$ cat config.mk
export PLATFORM = sky130hd
export DESIGN_NAME = evt_timer_top
export DESIGN_NICKNAME = d
export VERILOG_FILES = /design/src/evt_timer_pkg.sv /design/src/evt_comparator.sv /design/src/evt_msg_port.sv /design/src/evt_timer_top.sv
export SDC_FILE = /design/constraint.sdc
export NUM_CORES = 2
export LEC_CHECK = 0
export BUFFER_PORTS_ARGS = -buffer_cell sky130_fd_sc_hd__buf_2
export CAP_MARGIN = 40
export CORE_UTILIZATION = 35
export CTS_CLUSTER_SIZE = 10
export DETAILED_ROUTE_END_ITERATION = 8
export SLEW_MARGIN = 5
export SYNTH_ARGS = -nofsm -noshare
export SYNTH_HDL_FRONTEND = slang
export SYNTH_HIERARCHICAL = 1
export SYNTH_SLANG_ARGS = --single-unit
$ cat constraint.sdc
create_clock -name mclk -period 10.5 [get_ports mclk]
set_clock_uncertainty 0.15 [all_clocks]
set_input_delay 1.575 -clock mclk [delete_from_list [all_inputs] [get_ports mclk]]
set_output_delay 1.575 -clock mclk [all_outputs]
set_load 0.005 [all_outputs]
$ cat src/evt_timer_pkg.sv
// Summary of operation
// Legacy route: timer0 to legacy 0, advanced 2
// Legacy route: timer1 to line 8 both
// Legacy route: timers 2,3 own field, 4-7 none
// Legacy route never blocks message delivery
// Standard route: timers 0-3 use own field
// Read-only capability field lists valid lines
// Timers 0,1 only lines 20-23, advanced only
// Timer2 adds line 11, timer3 adds 12
// Timers 4-7 deliver by message only
// Software sets edge mode before message use
// Message writes programmed payload to programmed address
// Message enable excludes controller lines, even legacy
// One-shot fires on equality, again after wrap
// One-shot never changes comparator in hardware
// Direct-load flag lets next half load comparator
// Timer0 32-bit default, 64 optional; others 32
// Periodic match adds last written period
// New period applies at the next match
// Only timer0 periodic; capability bit reports it
// Global enable bit 0 at 10h gates all
// Legacy controller lines are active high
// Shared lines must be level triggered
// Main counter increments by one per clock
// 32-bit timers compare low 32 counter bits
package evt_timer_pkg;
    localparam int          NUM_TIMERS      = 8;
    // ------------------------------------------------------------
    // Register map (byte addresses)
    // ------------------------------------------------------------
    localparam logic [11:0] OFS_GEN_CFG     = 12'h010;
    localparam logic [11:0] OFS_CNT_LO      = 12'h0F0;
    localparam logic [11:0] OFS_CNT_HI      = 12'h0F4;
    localparam logic [11:0] OFS_TMR_BASE    = 12'h100;
    localparam int          TMR_STRIDE_LOG2 = 5;
    localparam logic [2:0]  SUB_CFG         = 3'h0;
    localparam logic [2:0]  SUB_CAP         = 3'h1;
    localparam logic [2:0]  SUB_CMP_LO      = 3'h2;
    localparam logic [2:0]  SUB_CMP_HI      = 3'h3;
    localparam logic [2:0]  SUB_MSG_VAL     = 3'h4;
    localparam logic [2:0]  SUB_MSG_ADDR    = 3'h5;
    // ------------------------------------------------------------
    // General configuration fields
    // ------------------------------------------------------------
    localparam int          GEN_ENABLE_BIT  = 0;
    localparam int          GEN_LEGACY_BIT  = 1;
    // ------------------------------------------------------------
    // Timer configuration fields
    // ------------------------------------------------------------
    localparam int          CFG_LEVEL_BIT   = 1;
    localparam int          CFG_INT_EN_BIT  = 2;
    localparam int          CFG_PERIODIC_BIT = 3;
    localparam int          CFG_PER_CAP_BIT = 4;
    localparam int          CFG_SIZE64_BIT  = 5;
    localparam int          CFG_LOAD_BIT    = 6;
    localparam int          CFG_MODE32_BIT  = 8;
    localparam int          CFG_ROUTE_LSB   = 9;
    localparam int          CFG_MSG_EN_BIT  = 14;
    localparam int          ROUTE_W         = 5;
    localparam logic [31:0] CFG_RESET       = 32'h0000_0000;
    // ------------------------------------------------------------
    // Controller line numbers and capability masks
    // ------------------------------------------------------------
    localparam logic [4:0]  LINE_TMR0_LEG   = 5'h00;
    localparam logic [4:0]  LINE_TMR0_ADV   = 5'h02;
    localparam logic [4:0]  LINE_TMR1       = 5'h08;
    localparam logic [4:0]  LINE_TMR2       = 5'h0B;
    localparam logic [4:0]  LINE_TMR3       = 5'h0C;
    localparam logic [31:0] CAP_ADV_ONLY    = 32'h00F0_0000;
    localparam logic [31:0] CAP_TMR2        = 32'h00F0_0800;
    localparam logic [31:0] CAP_TMR3        = 32'h00F0_1000;
    localparam logic [31:0] CAP_NONE        = 32'h0000_0000;
    localparam logic [31:0] LEGACY_LINES    = 32'h0000_1FFF;
endpackage

$ cat src/evt_comparator.sv
module evt_comparator
    import evt_timer_pkg::*;
#(
    parameter bit IS_TIMER0 = 1'b0
) (
    // Clock and reset
    input  wire logic        mclk,
    input  wire logic        rst_n,
    input  wire logic        clk_en,
    // Counter and control
    input  wire logic [63:0] count,
    input  wire logic        enable,
    input  wire logic        periodic,
    input  wire logic        wide,
    // Software comparator writes
    input  wire logic        wr_lo,
    input  wire logic        wr_hi,
    input  wire logic        direct_load,
    input  wire logic [31:0] wdata,
    // Results
    output logic      [63:0] match_value,
    output logic             hit
);
    logic [63:0] period;
    logic [63:0] next_match_value;
    logic [63:0] next_period;
    logic        use64;

    assign use64 = IS_TIMER0 && wide;
    // Narrow timers see only the low counter half
    assign hit = enable && (use64 ? (count == match_value)
                                  : (count[31:0] == match_value[31:0]));

    always_comb begin
        next_match_value = match_value;
        next_period      = period;
        if (wr_lo || wr_hi) begin
            // Periodic writes set the increment; direct load sets the value
            if (IS_TIMER0 && periodic && !direct_load) begin
                if (wr_lo) next_period[31:0] = wdata;
                else       next_period[63:32] = wdata;
            end else begin
                if (wr_lo) next_match_value[31:0] = wdata;
                else       next_match_value[63:32] = wdata;
                if (IS_TIMER0 && wr_lo) next_period[31:0] = wdata;
                if (IS_TIMER0 && wr_hi) next_period[63:32] = wdata;
            end
        end else if (hit && IS_TIMER0 && periodic) begin
            next_match_value = match_value + period;
        end
        // One-shot: hardware leaves the value alone
    end

    always_ff @(posedge mclk or negedge rst_n) begin
        if (!rst_n) begin
            match_value <= 64'hFFFF_FFFF_FFFF_FFFF;
            period      <= 64'h0000_0000_0000_0000;
        end else if (clk_en) begin
            match_value <= next_match_value;
            period      <= next_period;
        end
    end

    AST_ONESHOT_HOLD: assert property (@(posedge mclk) disable iff (!rst_n)
        clk_en && !periodic && !wr_lo && !wr_hi |=> $stable(match_value))
        else $error("one-shot comparator changed by hardware");
endmodule

$ cat src/evt_msg_port.sv
module evt_msg_port
    import evt_timer_pkg::*;
(
    // Clock and reset
    input  wire logic        mclk,
    input  wire logic        rst_n,
    input  wire logic        clk_en,
    // Requests per timer
    input  wire logic [7:0]  req,
    input  wire logic [255:0] addr_flat,
    input  wire logic [255:0] val_flat,
    // Message write channel
    output logic             msg_valid,
    output logic      [31:0] msg_addr,
    output logic      [31:0] msg_data,
    input  wire logic        msg_ready
);
    logic [7:0]  pend;
    logic [7:0]  next_pend;
    logic [31:0] next_addr;
    logic [31:0] next_data;
    logic        next_valid;
    logic [2:0]  pick;
    logic        any;

    // Lowest pending timer wins
    always_comb begin
        pick = 3'h0;
        any  = 1'b0;
        for (int i = NUM_TIMERS - 1; i >= 0; i--) begin
            if (pend[i] || req[i]) begin
                pick = 3'(i);
                any  = 1'b1;
            end
        end
    end

    always_comb begin
        next_pend  = pend | req;
        next_valid = msg_valid;
        next_addr  = msg_addr;
        next_data  = msg_data;
        if (msg_valid && msg_ready) next_valid = 1'b0;
        if ((!msg_valid || msg_ready) && any) begin
            next_valid = 1'b1;
            next_addr  = addr_flat[pick*32 +: 32];
            next_data  = val_flat[pick*32 +: 32];
            // A new event in the same cycle still wins
            next_pend[pick] = pend[pick] && req[pick];
        end
    end

    always_ff @(posedge mclk or negedge rst_n) begin
        if (!rst_n) begin
            pend      <= 8'h00;
            msg_valid <= 1'b0;
            msg_addr  <= 32'h0000_0000;
            msg_data  <= 32'h0000_0000;
        end else if (clk_en) begin
            pend      <= next_pend;
            msg_valid <= next_valid;
            msg_addr  <= next_addr;
            msg_data  <= next_data;
        end
    end

    AST_MSG_HOLD: assert property (@(posedge mclk) disable iff (!rst_n)
        msg_valid && !msg_ready && clk_en |=> msg_valid && $stable(msg_addr))
        else $error("message dropped before accepted");
endmodule

$ cat src/evt_timer_top.sv
module evt_timer_top
    import evt_timer_pkg::*;
(
    // Clock and reset
    input  wire logic        mclk,
    input  wire logic        rst_n,
    input  wire logic        clk_en,
    // AHB-Lite slave
    input  wire logic        hsel,
    input  wire logic [11:0] haddr,
    input  wire logic [1:0]  htrans,
    input  wire logic        hwrite,
    input  wire logic [2:0]  hsize,
    input  wire logic [31:0] hwdata,
    input  wire logic        hready,
    output logic      [31:0] hrdata,
    output logic             hreadyout,
    output logic             hresp,
    // Controller lines
    output logic      [31:0] legacy_irq,
    output logic      [31:0] adv_irq,
    output logic             legacy_pit_mute,
    output logic             rtc_mute,
    // Processor message path
    output logic             msg_valid,
    output logic      [31:0] msg_addr,
    output logic      [31:0] msg_data,
    input  wire logic        msg_ready
);
    // ------------------------------------------------------------
    // Bus slave
    // ------------------------------------------------------------
    logic        ap_wr;
    logic        ap_rd;
    logic [11:0] ap_addr;
    logic        next_ap_wr;
    logic [11:0] next_ap_addr;
    logic [31:0] next_hrdata;
    logic [31:0] rd_mux;
    logic        take;

    assign take       = hsel && hready && htrans[1];
    assign hreadyout  = !ap_rd; // Reads take one wait state: hrdata is a flop
    assign hresp      = 1'b0;

    always_comb begin
        next_ap_wr   = take && hwrite;
        next_ap_addr = take ? haddr : ap_addr;
    end

    always_ff @(posedge mclk or negedge rst_n) begin
        if (!rst_n) begin
            ap_wr   <= 1'b0;
            ap_rd   <= 1'b0;
            ap_addr <= 12'h000;
        end else if (clk_en) begin
            ap_wr   <= next_ap_wr;
            ap_rd   <= take && !hwrite;
            ap_addr <= next_ap_addr;
        end
    end

    // ------------------------------------------------------------
    // Global state and main counter
    // ------------------------------------------------------------
    logic [31:0] gen_cfg;
    logic [63:0] count;
    logic [31:0] next_gen_cfg;
    logic [63:0] next_count;
    logic        enable;
    logic        legacy;

    assign enable = gen_cfg[GEN_ENABLE_BIT];
    assign legacy = gen_cfg[GEN_LEGACY_BIT];

    always_comb begin
        next_gen_cfg = gen_cfg;
        next_count   = count;
        if (enable) next_count = count + 64'h1;
        if (ap_wr && ap_addr == OFS_GEN_CFG) begin
            next_gen_cfg = {30'h0, hwdata[GEN_LEGACY_BIT], hwdata[GEN_ENABLE_BIT]};
        end
        if (ap_wr && ap_addr == OFS_CNT_LO) next_count[31:0]  = hwdata;
        if (ap_wr && ap_addr == OFS_CNT_HI) next_count[63:32] = hwdata;
    end

    always_ff @(posedge mclk or negedge rst_n) begin
        if (!rst_n) begin
            gen_cfg <= 32'h0000_0000;
            count   <= 64'h0000_0000_0000_0000;
        end else if (clk_en) begin
            gen_cfg <= next_gen_cfg;
            count   <= next_count;
        end
    end

    // ------------------------------------------------------------
    // Per-timer registers, comparators and routing
    // ------------------------------------------------------------
    logic [31:0]  cfg      [NUM_TIMERS];
    logic [31:0]  cap      [NUM_TIMERS];
    logic [63:0]  cmp      [NUM_TIMERS];
    logic [31:0]  mval     [NUM_TIMERS];
    logic [31:0]  maddr    [NUM_TIMERS];
    logic [7:0]   hit;
    logic [7:0]   msg_req;
    logic [7:0]   edge_q;
    logic [7:0]   level_q;
    logic [255:0] addr_flat;
    logic [255:0] val_flat;
    logic [31:0]  leg_vec  [NUM_TIMERS];
    logic [31:0]  adv_vec  [NUM_TIMERS];
    logic         tsel     [NUM_TIMERS];
    logic [2:0]   sub;

    assign sub = ap_addr[4:2];

    generate
        for (genvar t = 0; t < NUM_TIMERS; t++) begin : g_tmr
            logic [31:0] next_cfg;
            logic [31:0] next_mval;
            logic [31:0] next_maddr;
            logic        next_level;
            logic        next_edge;
            logic        wr_cmp_lo;
            logic        wr_cmp_hi;
            logic        fire;
            logic        msg_on;
            logic [4:0]  route;

            assign tsel[t] = ap_addr[11:TMR_STRIDE_LOG2]
                             == 7'((OFS_TMR_BASE >> TMR_STRIDE_LOG2) + t);
            // Capability is fixed wiring
            assign cap[t] = (t < 2) ? CAP_ADV_ONLY :
                            (t == 2) ? CAP_TMR2 :
                            (t == 3) ? CAP_TMR3 : CAP_NONE;
            assign wr_cmp_lo = ap_wr && tsel[t] && sub == SUB_CMP_LO;
            assign wr_cmp_hi = ap_wr && tsel[t] && sub == SUB_CMP_HI;
            assign fire      = hit[t] && cfg[t][CFG_INT_EN_BIT];
            assign msg_on    = cfg[t][CFG_MSG_EN_BIT];
            assign route     = cfg[t][CFG_ROUTE_LSB +: ROUTE_W];

            always_comb begin
                next_cfg   = cfg[t];
                next_mval  = mval[t];
                next_maddr = maddr[t];
                if (ap_wr && tsel[t] && sub == SUB_CFG) begin
                    next_cfg = hwdata;
                    next_cfg[CFG_PER_CAP_BIT] = (t == 0);
                    next_cfg[CFG_MODE32_BIT] = 1'b0;
                    if (t != 0) begin
                        next_cfg[CFG_PERIODIC_BIT] = 1'b0;
                        next_cfg[CFG_SIZE64_BIT] = 1'b0;
                    end
                    // Lines outside the capability cannot be chosen
                    if (!cap[t][hwdata[CFG_ROUTE_LSB +: ROUTE_W]]) begin
                        next_cfg[CFG_ROUTE_LSB +: ROUTE_W] = route;
                    end
                end
                // Direct-load flag lasts for one half write
                if (wr_cmp_lo || wr_cmp_hi) next_cfg[CFG_LOAD_BIT] = 1'b0;
                if (ap_wr && tsel[t] && sub == SUB_MSG_VAL)  next_mval  = hwdata;
                if (ap_wr && tsel[t] && sub == SUB_MSG_ADDR) next_maddr = hwdata;
                // Level held until software clears it by config write
                next_level = level_q[t] | fire;
                if (ap_wr && tsel[t] && sub == SUB_CFG && !hwdata[CFG_LEVEL_BIT]) begin
                    next_level = fire;
                end
                if (ap_wr && ap_addr == OFS_GEN_CFG && hwdata[t + 16]) next_level = fire;
                next_edge = fire && !cfg[t][CFG_LEVEL_BIT];
            end

            always_ff @(posedge mclk or negedge rst_n) begin
                if (!rst_n) begin
                    cfg[t]     <= CFG_RESET | (32'(t == 0) << CFG_PER_CAP_BIT);
                    mval[t]    <= 32'h0000_0000;
                    maddr[t]   <= 32'h0000_0000;
                    level_q[t] <= 1'b0;
                    edge_q[t]  <= 1'b0;
                end else if (clk_en) begin
                    cfg[t]     <= next_cfg;
                    mval[t]    <= next_mval;
                    maddr[t]   <= next_maddr;
                    level_q[t] <= next_level && cfg[t][CFG_LEVEL_BIT];
                    edge_q[t]  <= next_edge;
                end
            end

            evt_comparator #(
                .IS_TIMER0   (t == 0)
            ) u_cmp (
                .mclk        (mclk),
                .rst_n       (rst_n),
                .clk_en      (clk_en),
                .count       (count),
                .enable      (enable),
                .periodic    (cfg[t][CFG_PERIODIC_BIT]),
                .wide        (cfg[t][CFG_SIZE64_BIT]),
                .wr_lo       (wr_cmp_lo),
                .wr_hi       (wr_cmp_hi),
                .direct_load (cfg[t][CFG_LOAD_BIT]),
                .wdata       (hwdata),
                .match_value (cmp[t]),
                .hit         (hit[t])
            );

            assign msg_req[t] = fire && msg_on;
            assign addr_flat[t*32 +: 32] = maddr[t];
            assign val_flat[t*32 +: 32]  = mval[t];

            // Line steering; message mode owns the timer entirely
            always_comb begin
                leg_vec[t] = 32'h0000_0000;
                adv_vec[t] = 32'h0000_0000;
                if (!msg_on && (level_q[t] || edge_q[t])) begin
                    if (legacy && t == 0) begin
                        leg_vec[t][LINE_TMR0_LEG] = 1'b1;
                        adv_vec[t][LINE_TMR0_ADV] = 1'b1;
                    end else if (legacy && t == 1) begin
                        leg_vec[t][LINE_TMR1] = 1'b1;
                        adv_vec[t][LINE_TMR1] = 1'b1;
                    end else if (t < 4) begin
                        // Per-field routing
                        adv_vec[t][route] = cap[t][route];
                        leg_vec[t][route] = cap[t][route] && LEGACY_LINES[route];
                    end
                end
            end
        end
    endgenerate

    // Shared lines are a wired OR; safe only for level mode
    always_comb begin
        legacy_irq = 32'h0000_0000;
        adv_irq    = 32'h0000_0000;
        for (int t = 0; t < NUM_TIMERS; t++) begin
            legacy_irq = legacy_irq | leg_vec[t];
            adv_irq    = adv_irq | adv_vec[t];
        end
    end

    assign legacy_pit_mute = legacy;
    assign rtc_mute        = legacy;

    evt_msg_port u_msg (
        .mclk      (mclk),
        .rst_n     (rst_n),
        .clk_en    (clk_en),
        .req       (msg_req),
        .addr_flat (addr_flat),
        .val_flat  (val_flat),
        .msg_valid (msg_valid),
        .msg_addr  (msg_addr),
        .msg_data  (msg_data),
        .msg_ready (msg_ready)
    );

    // ------------------------------------------------------------
    // Read data
    // ------------------------------------------------------------
    always_comb begin
        rd_mux = 32'h0000_0000;
        if (ap_addr == OFS_GEN_CFG) rd_mux = gen_cfg;
        else if (ap_addr == OFS_CNT_LO) rd_mux = count[31:0];
        else if (ap_addr == OFS_CNT_HI) rd_mux = count[63:32];
        for (int t = 0; t < NUM_TIMERS; t++) begin
            if (tsel[t]) begin
                case (sub)
                    SUB_CFG:      rd_mux = cfg[t];
                    SUB_CAP:      rd_mux = cap[t];
                    SUB_CMP_LO:   rd_mux = cmp[t][31:0];
                    SUB_CMP_HI:   rd_mux = cmp[t][63:32];
                    SUB_MSG_VAL:  rd_mux = mval[t];
                    SUB_MSG_ADDR: rd_mux = maddr[t];
                    default:      rd_mux = 32'h0000_0000;
                endcase
            end
        end
        next_hrdata = ap_rd ? rd_mux : hrdata;
    end

    always_ff @(posedge mclk or negedge rst_n) begin
        if (!rst_n) hrdata <= 32'h0000_0000;
        else if (clk_en) hrdata <= next_hrdata;
    end

    // ------------------------------------------------------------
    // Checks
    // ------------------------------------------------------------
    AST_COUNT_STEP: assert property (@(posedge mclk) disable iff (!rst_n)
        clk_en && enable && !ap_wr |=> count == $past(count) + 64'h1)
        else $error("main counter did not step by one");
    AST_DISABLED_HOLD: assert property (@(posedge mclk) disable iff (!rst_n)
        clk_en && !enable && !ap_wr |=> $stable(count))
        else $error("counter moved while disabled");
    AST_NO_HIT_OFF: assert property (@(posedge mclk) disable iff (!rst_n)
        clk_en && !enable |=> edge_q == 8'h00)
        else $error("timer pulse while globally disabled");
    AST_UPPER_NOLINE: assert property (@(posedge mclk) disable iff (!rst_n)
        (leg_vec[4] | leg_vec[5] | leg_vec[6] | leg_vec[7]
         | adv_vec[4] | adv_vec[5] | adv_vec[6] | adv_vec[7]) == 32'h0)
        else $error("timers 4-7 reached a controller line");
    AST_MSG_EXCL: assert property (@(posedge mclk) disable iff (!rst_n)
        cfg[0][CFG_MSG_EN_BIT] |-> leg_vec[0] == 32'h0 && adv_vec[0] == 32'h0)
        else $error("message timer drove a line");
    AST_LEG_T0: assert property (@(posedge mclk) disable iff (!rst_n)
        legacy && !cfg[0][CFG_MSG_EN_BIT] && (level_q[0] || edge_q[0])
        |-> legacy_irq[0] && adv_irq[2])
        else $error("legacy timer 0 routing wrong");
    AST_LEG_T1: assert property (@(posedge mclk) disable iff (!rst_n)
        legacy && !cfg[1][CFG_MSG_EN_BIT] && (level_q[1] || edge_q[1])
        |-> legacy_irq[8] && adv_irq[8])
        else $error("legacy timer 1 routing wrong");
    AST_MSG_SENT: assert property (@(posedge mclk) disable iff (!rst_n)
        clk_en && msg_req[4] && !msg_valid && msg_req[3:0] == 4'h0 && u_msg.pend == 8'h0
        |=> msg_valid && msg_addr == $past(maddr[4]) && msg_data == $past(mval[4]))
        else $error("message not issued with programmed address and data");
    AST_CAP_FIXED: assert property (@(posedge mclk) disable iff (!rst_n)
        cap[0] == CAP_ADV_ONLY && cap[2] == CAP_TMR2 && cap[3] == CAP_TMR3)
        else $error("capability field changed");
    AST_LEVEL_HOLD: assert property (@(posedge mclk) disable iff (!rst_n)
        clk_en && level_q[2] && cfg[2][CFG_LEVEL_BIT] && !ap_wr |=> level_q[2])
        else $error("level interrupt dropped without a clear");

    COV_LEGACY: cover property (@(posedge mclk) legacy && (level_q[0] || edge_q[0]));
    COV_MSG: cover property (@(posedge mclk) msg_valid && msg_ready);
    COV_PERIODIC: cover property (@(posedge mclk) hit[0] && cfg[0][CFG_PERIODIC_BIT]);
    COV_SHARED: cover property (@(posedge mclk) level_q[2] && level_q[3] && adv_irq[20]);
    COV_MSG_WAIT: cover property (@(posedge mclk) msg_valid && !msg_ready);
endmodule

==> impl_metrics.ini <==
[die]
fp.dieW_um = 481.8
die-area_um2 = 232100
num_rows = 175
initial_core_util_pct = 35.31
die_h_um = 481.8
ios = 221
fp.coreArea_um2 = 228200

[logic_synthesis]
ys_warn_count = 6
yosys_most_used_dff = dfrtp_1
syn_inst = 7249
synth_edf_count = 0
synth_seq_cells = 1487
yosysSeqAreaShare_pct = 46.98
syn_avg_cell_area_um2 = 11.11
yosysUniqueCellTypes = 105
async_flop_share_pct = 100.0
syn_area_um2 = 80570

[layout]
final_common_cell = mux2_2
multiInputGateArea_um2 = 40300
final_nets = 7358
final_area_um2 = 90950
layout_common_cells = mux2_2, dfrtp_1, nand2_1
area_growth_syn_to_layout_pct = 12.89
fill_cells = 22020
layout-drive-gt1-share_pct = 31.10
finalCoreUtilization_pct = 39.87
seqCellArea_um2 = 37860

[worst_setup_path]
critPathCaptureType = register
start_kind = register
r2r_slack_ns = 4.09
crit_fanout = 43
reg2reg_to = u_msg/pend[7]$_DFFE_PN0P_
cp_num_buf_inv = 3
timing.rr.start = count[24]$_DFFE_PN0P_
reg2reg_depth = 13
slowest_delay_ns = 0.79
worstSetupPathType = reg2reg
crit_required_ns = 11.04
cp_cell_sequence = xor2_1, nor4_1, nand4_1, a2111oi_2, buf_4, and3_1, nor3_1, a21oi_4, buf_4, buf_4, o21ai_0, o2bb2ai_1, o21ai_0
crit_top_cell = buf_4
path_delay_family = simple AND/OR/NAND/NOR gates
worstPathArrival_ns = 6.96
critPathSlowestCell = and3_1

[clock_tree]
cts_buffers = 175
cts-resized-gates = 0
clock-root-buffer = clkbuf_16
cts_tree = built
clkTransAtPathRegs_ns = 0.06
cts.sinks = 1487
clk_latency_ns = 0.87
clock_path_buffers = 3
postCtsSetupRepairBufs = 0
ctsHtreeMaxLevel = 4
hold_buffers = 0

[timing]
hold_violations = 0
finalCriticalPeriod_ns = 6.411
fin_ws_ns = 4.089
worst_pin_slew_ns = 1.172
fmaxAchievable_mhz = 156.0
rsz0062_at_grt = false
setup-tns-final_ns = 0
min_period_over_period_pct = 61.06
drv_slew = 0
final-setup-viol-count = 0
slew_headroom_pct = 21.86

[drt]
drt_iter0_drc = 8893
drt-total-wl_mm = 351.8
wl_per_cell_um = 33.79
vias = 65760
ant_nets = 0
first_pass_iters = 8
via_per_inst = 6.316
drc_errors = 0

[power]
p_total_w = 0.01416
ir_drop_v = 0.0001270
leakagePower_nw = 40.65
power_density_nw_per_um2 = 155.7

[place]
port_buffers = 163
dp_hpwl_mm = 233.2
place_congestion = 0.9924
dp_worst_setup_slack_ns = 4.499
dpl_cell_area_um2 = 85450

[global_routing]
grt_pass1_vias = 62920
grt.total_usage_pct = 29.75
grt_pass1_wl_mm = 492.3
antenna_found_initial = 36
grt_max_degree = 180
overflow = 0

[worst_hold_path]
holdPathEnd = cfg[191]$_DFFE_PN0P_
min_path_cells = 2
hp-start = cfg[191]$_DFFE_PN0P_
hp-class = reg2reg

[job]
max-cap-violations = 0

[status]
status = finished, final reports clean
==> registers in the layout, summed over array words and instances, names as in the netlist <==
name	count
addr_flat	256
ap_addr	12
ap_rd	1
ap_wr	1
cfg	206
count	64
edge_q	4
g_tmr.u_cmp/match_value	512
g_tmr.u_cmp/period	64
gen_cfg	2
hrdata	32
level_q	4
mval	256
u_msg/msg_addr	32
u_msg/msg_data	32
u_msg/msg_valid	1
u_msg/pend	8
==> kinds of logic after synthesis <==
family                   count (synthesis)  share of synthesized area, %
AO/OA/AOI/OAI                         1607                         13.82
XOR/XNOR                               341                         3.707
adder cells (fa/ha/maj)                 65                         1.019
buffers and inverters                  668                         3.646
flip-flops                            1487                         46.98
multiplexers                          1608                         22.01
other                                    1                      0.004654
AND/OR/NAND/NOR                       1472                         8.816
==> cells in the mapped netlist (15+ instances only) <==
cell / count / area [µm²]
mux2_2: 1078 / 12140
dfrtp_1: 975 / 24400
nand2_1: 590 / 2215
dfstp_2: 512 / 13450
a22oi_1: 440 / 3303
clkbuf_1: 362 / 1359
a21oi_1: 324 / 1622
mux2i_1: 298 / 2983
xor2_1: 269 / 2356
nor2_1: 257 / 964.7
mux2_1: 232 / 2613
nand3_1: 231 / 1156
o21ai_0: 216 / 1081
o221ai_1: 174 / 1524
buf_2: 142 / 710.7
o22ai_1: 73 / 456.7
nor4_1: 72 / 450.4
xnor2_1: 72 / 630.6
buf_4: 65 / 488.0
ha_1: 64 / 800.8
nor3_1: 61 / 305.3
nand4_1: 57 / 356.6
inv_1: 53 / 198.9
buf_1: 42 / 157.7
a21o_1: 39 / 292.8
a211oi_1: 36 / 270.3
a31oi_1: 36 / 225.2
and3_1: 36 / 225.2
a221oi_1: 34 / 297.8
a22o_1: 33 / 289.0
a2bb2oi_1: 21 / 183.9
and2_1: 21 / 131.4
o211ai_1: 18 / 135.1
nand2b_1: 15 / 93.84
nor2b_1: 15 / 93.84
o22a_1: 15 / 131.4
or3_1: 15 / 93.84
==> worst max path at each step <==
stage                                from                             to  slack [ns]  depth (start not counted)
floorplan           count[23]$_DFFE_PN0P_  u_msg/msg_addr[0]$_DFFE_PN0P_        6.72                         13
global placement    count[14]$_DFFE_PN0P_      u_msg/pend[7]$_DFFE_PN0P_        4.43                         13
detailed placement  count[23]$_DFFE_PN0P_      u_msg/pend[5]$_DFFE_PN0P_        4.50                         14
CTS                 count[23]$_DFFE_PN0P_      u_msg/pend[7]$_DFFE_PN0P_        4.46                         14
global route        count[23]$_DFFE_PN0P_      u_msg/pend[7]$_DFFE_PN0P_        4.08                         13
finish              count[24]$_DFFE_PN0P_      u_msg/pend[7]$_DFFE_PN0P_        4.09                         13
==> tightest hold or removal path: cells and delay by family (launching register included) <==
family	cells	cell delay [ns]
flops	1	0.35
compound gates	1	0.06
simple gates	1	0.05
==> through the flow <==
stage | instances | hold WS (ns)
3_5_place_dp | 10070 | 0.3260
4_1_cts | 10390 | 0.3436
2_1_floorplan | 7301 | 0.3007
6_report | 10410 | 0.3385
5_1_grt | 10400 | 0.3616
3_3_place_gp | 10010 | 0.3136
==> cell type report <==
cell class | count | area share (%)
Clock inverter | 19 | 0.4746
Multi-Input combinational cell | 5146 | 44.31
Clock buffer | 309 | 5.523
Tap cell | 3009 | 4.139
Timing Repair Buffer | 372 | 3.662
Antenna cell | 14 | 0.03852
Inverter | 55 | 0.2270
Sequential cell | 1487 | 41.63
==> layer usage <==
| layer | global-route usage [%] | up-vias | share of wire [%] |
|---|---|---|---|
| li1 | - | 26850 | - |
| met1 | 38.43 | 33740 | 39 |
| met2 | 43.52 | 4116 | 43 |
| met3 | 7.953 | 1032 | 10 |
| met4 | 19.79 | 24 | 7.8 |
| met5 | 0 | - | 0.048 |
==> where the power goes <==
group / internal, W / switching (W) / total, W
logic: 0.000565 / 0.00150 / 0.00206
clock network: 0.00329 / 0.00260 / 0.00589
registers: 0.00596 / 0.000250 / 0.00621
(Power assumes the default switching activity.)
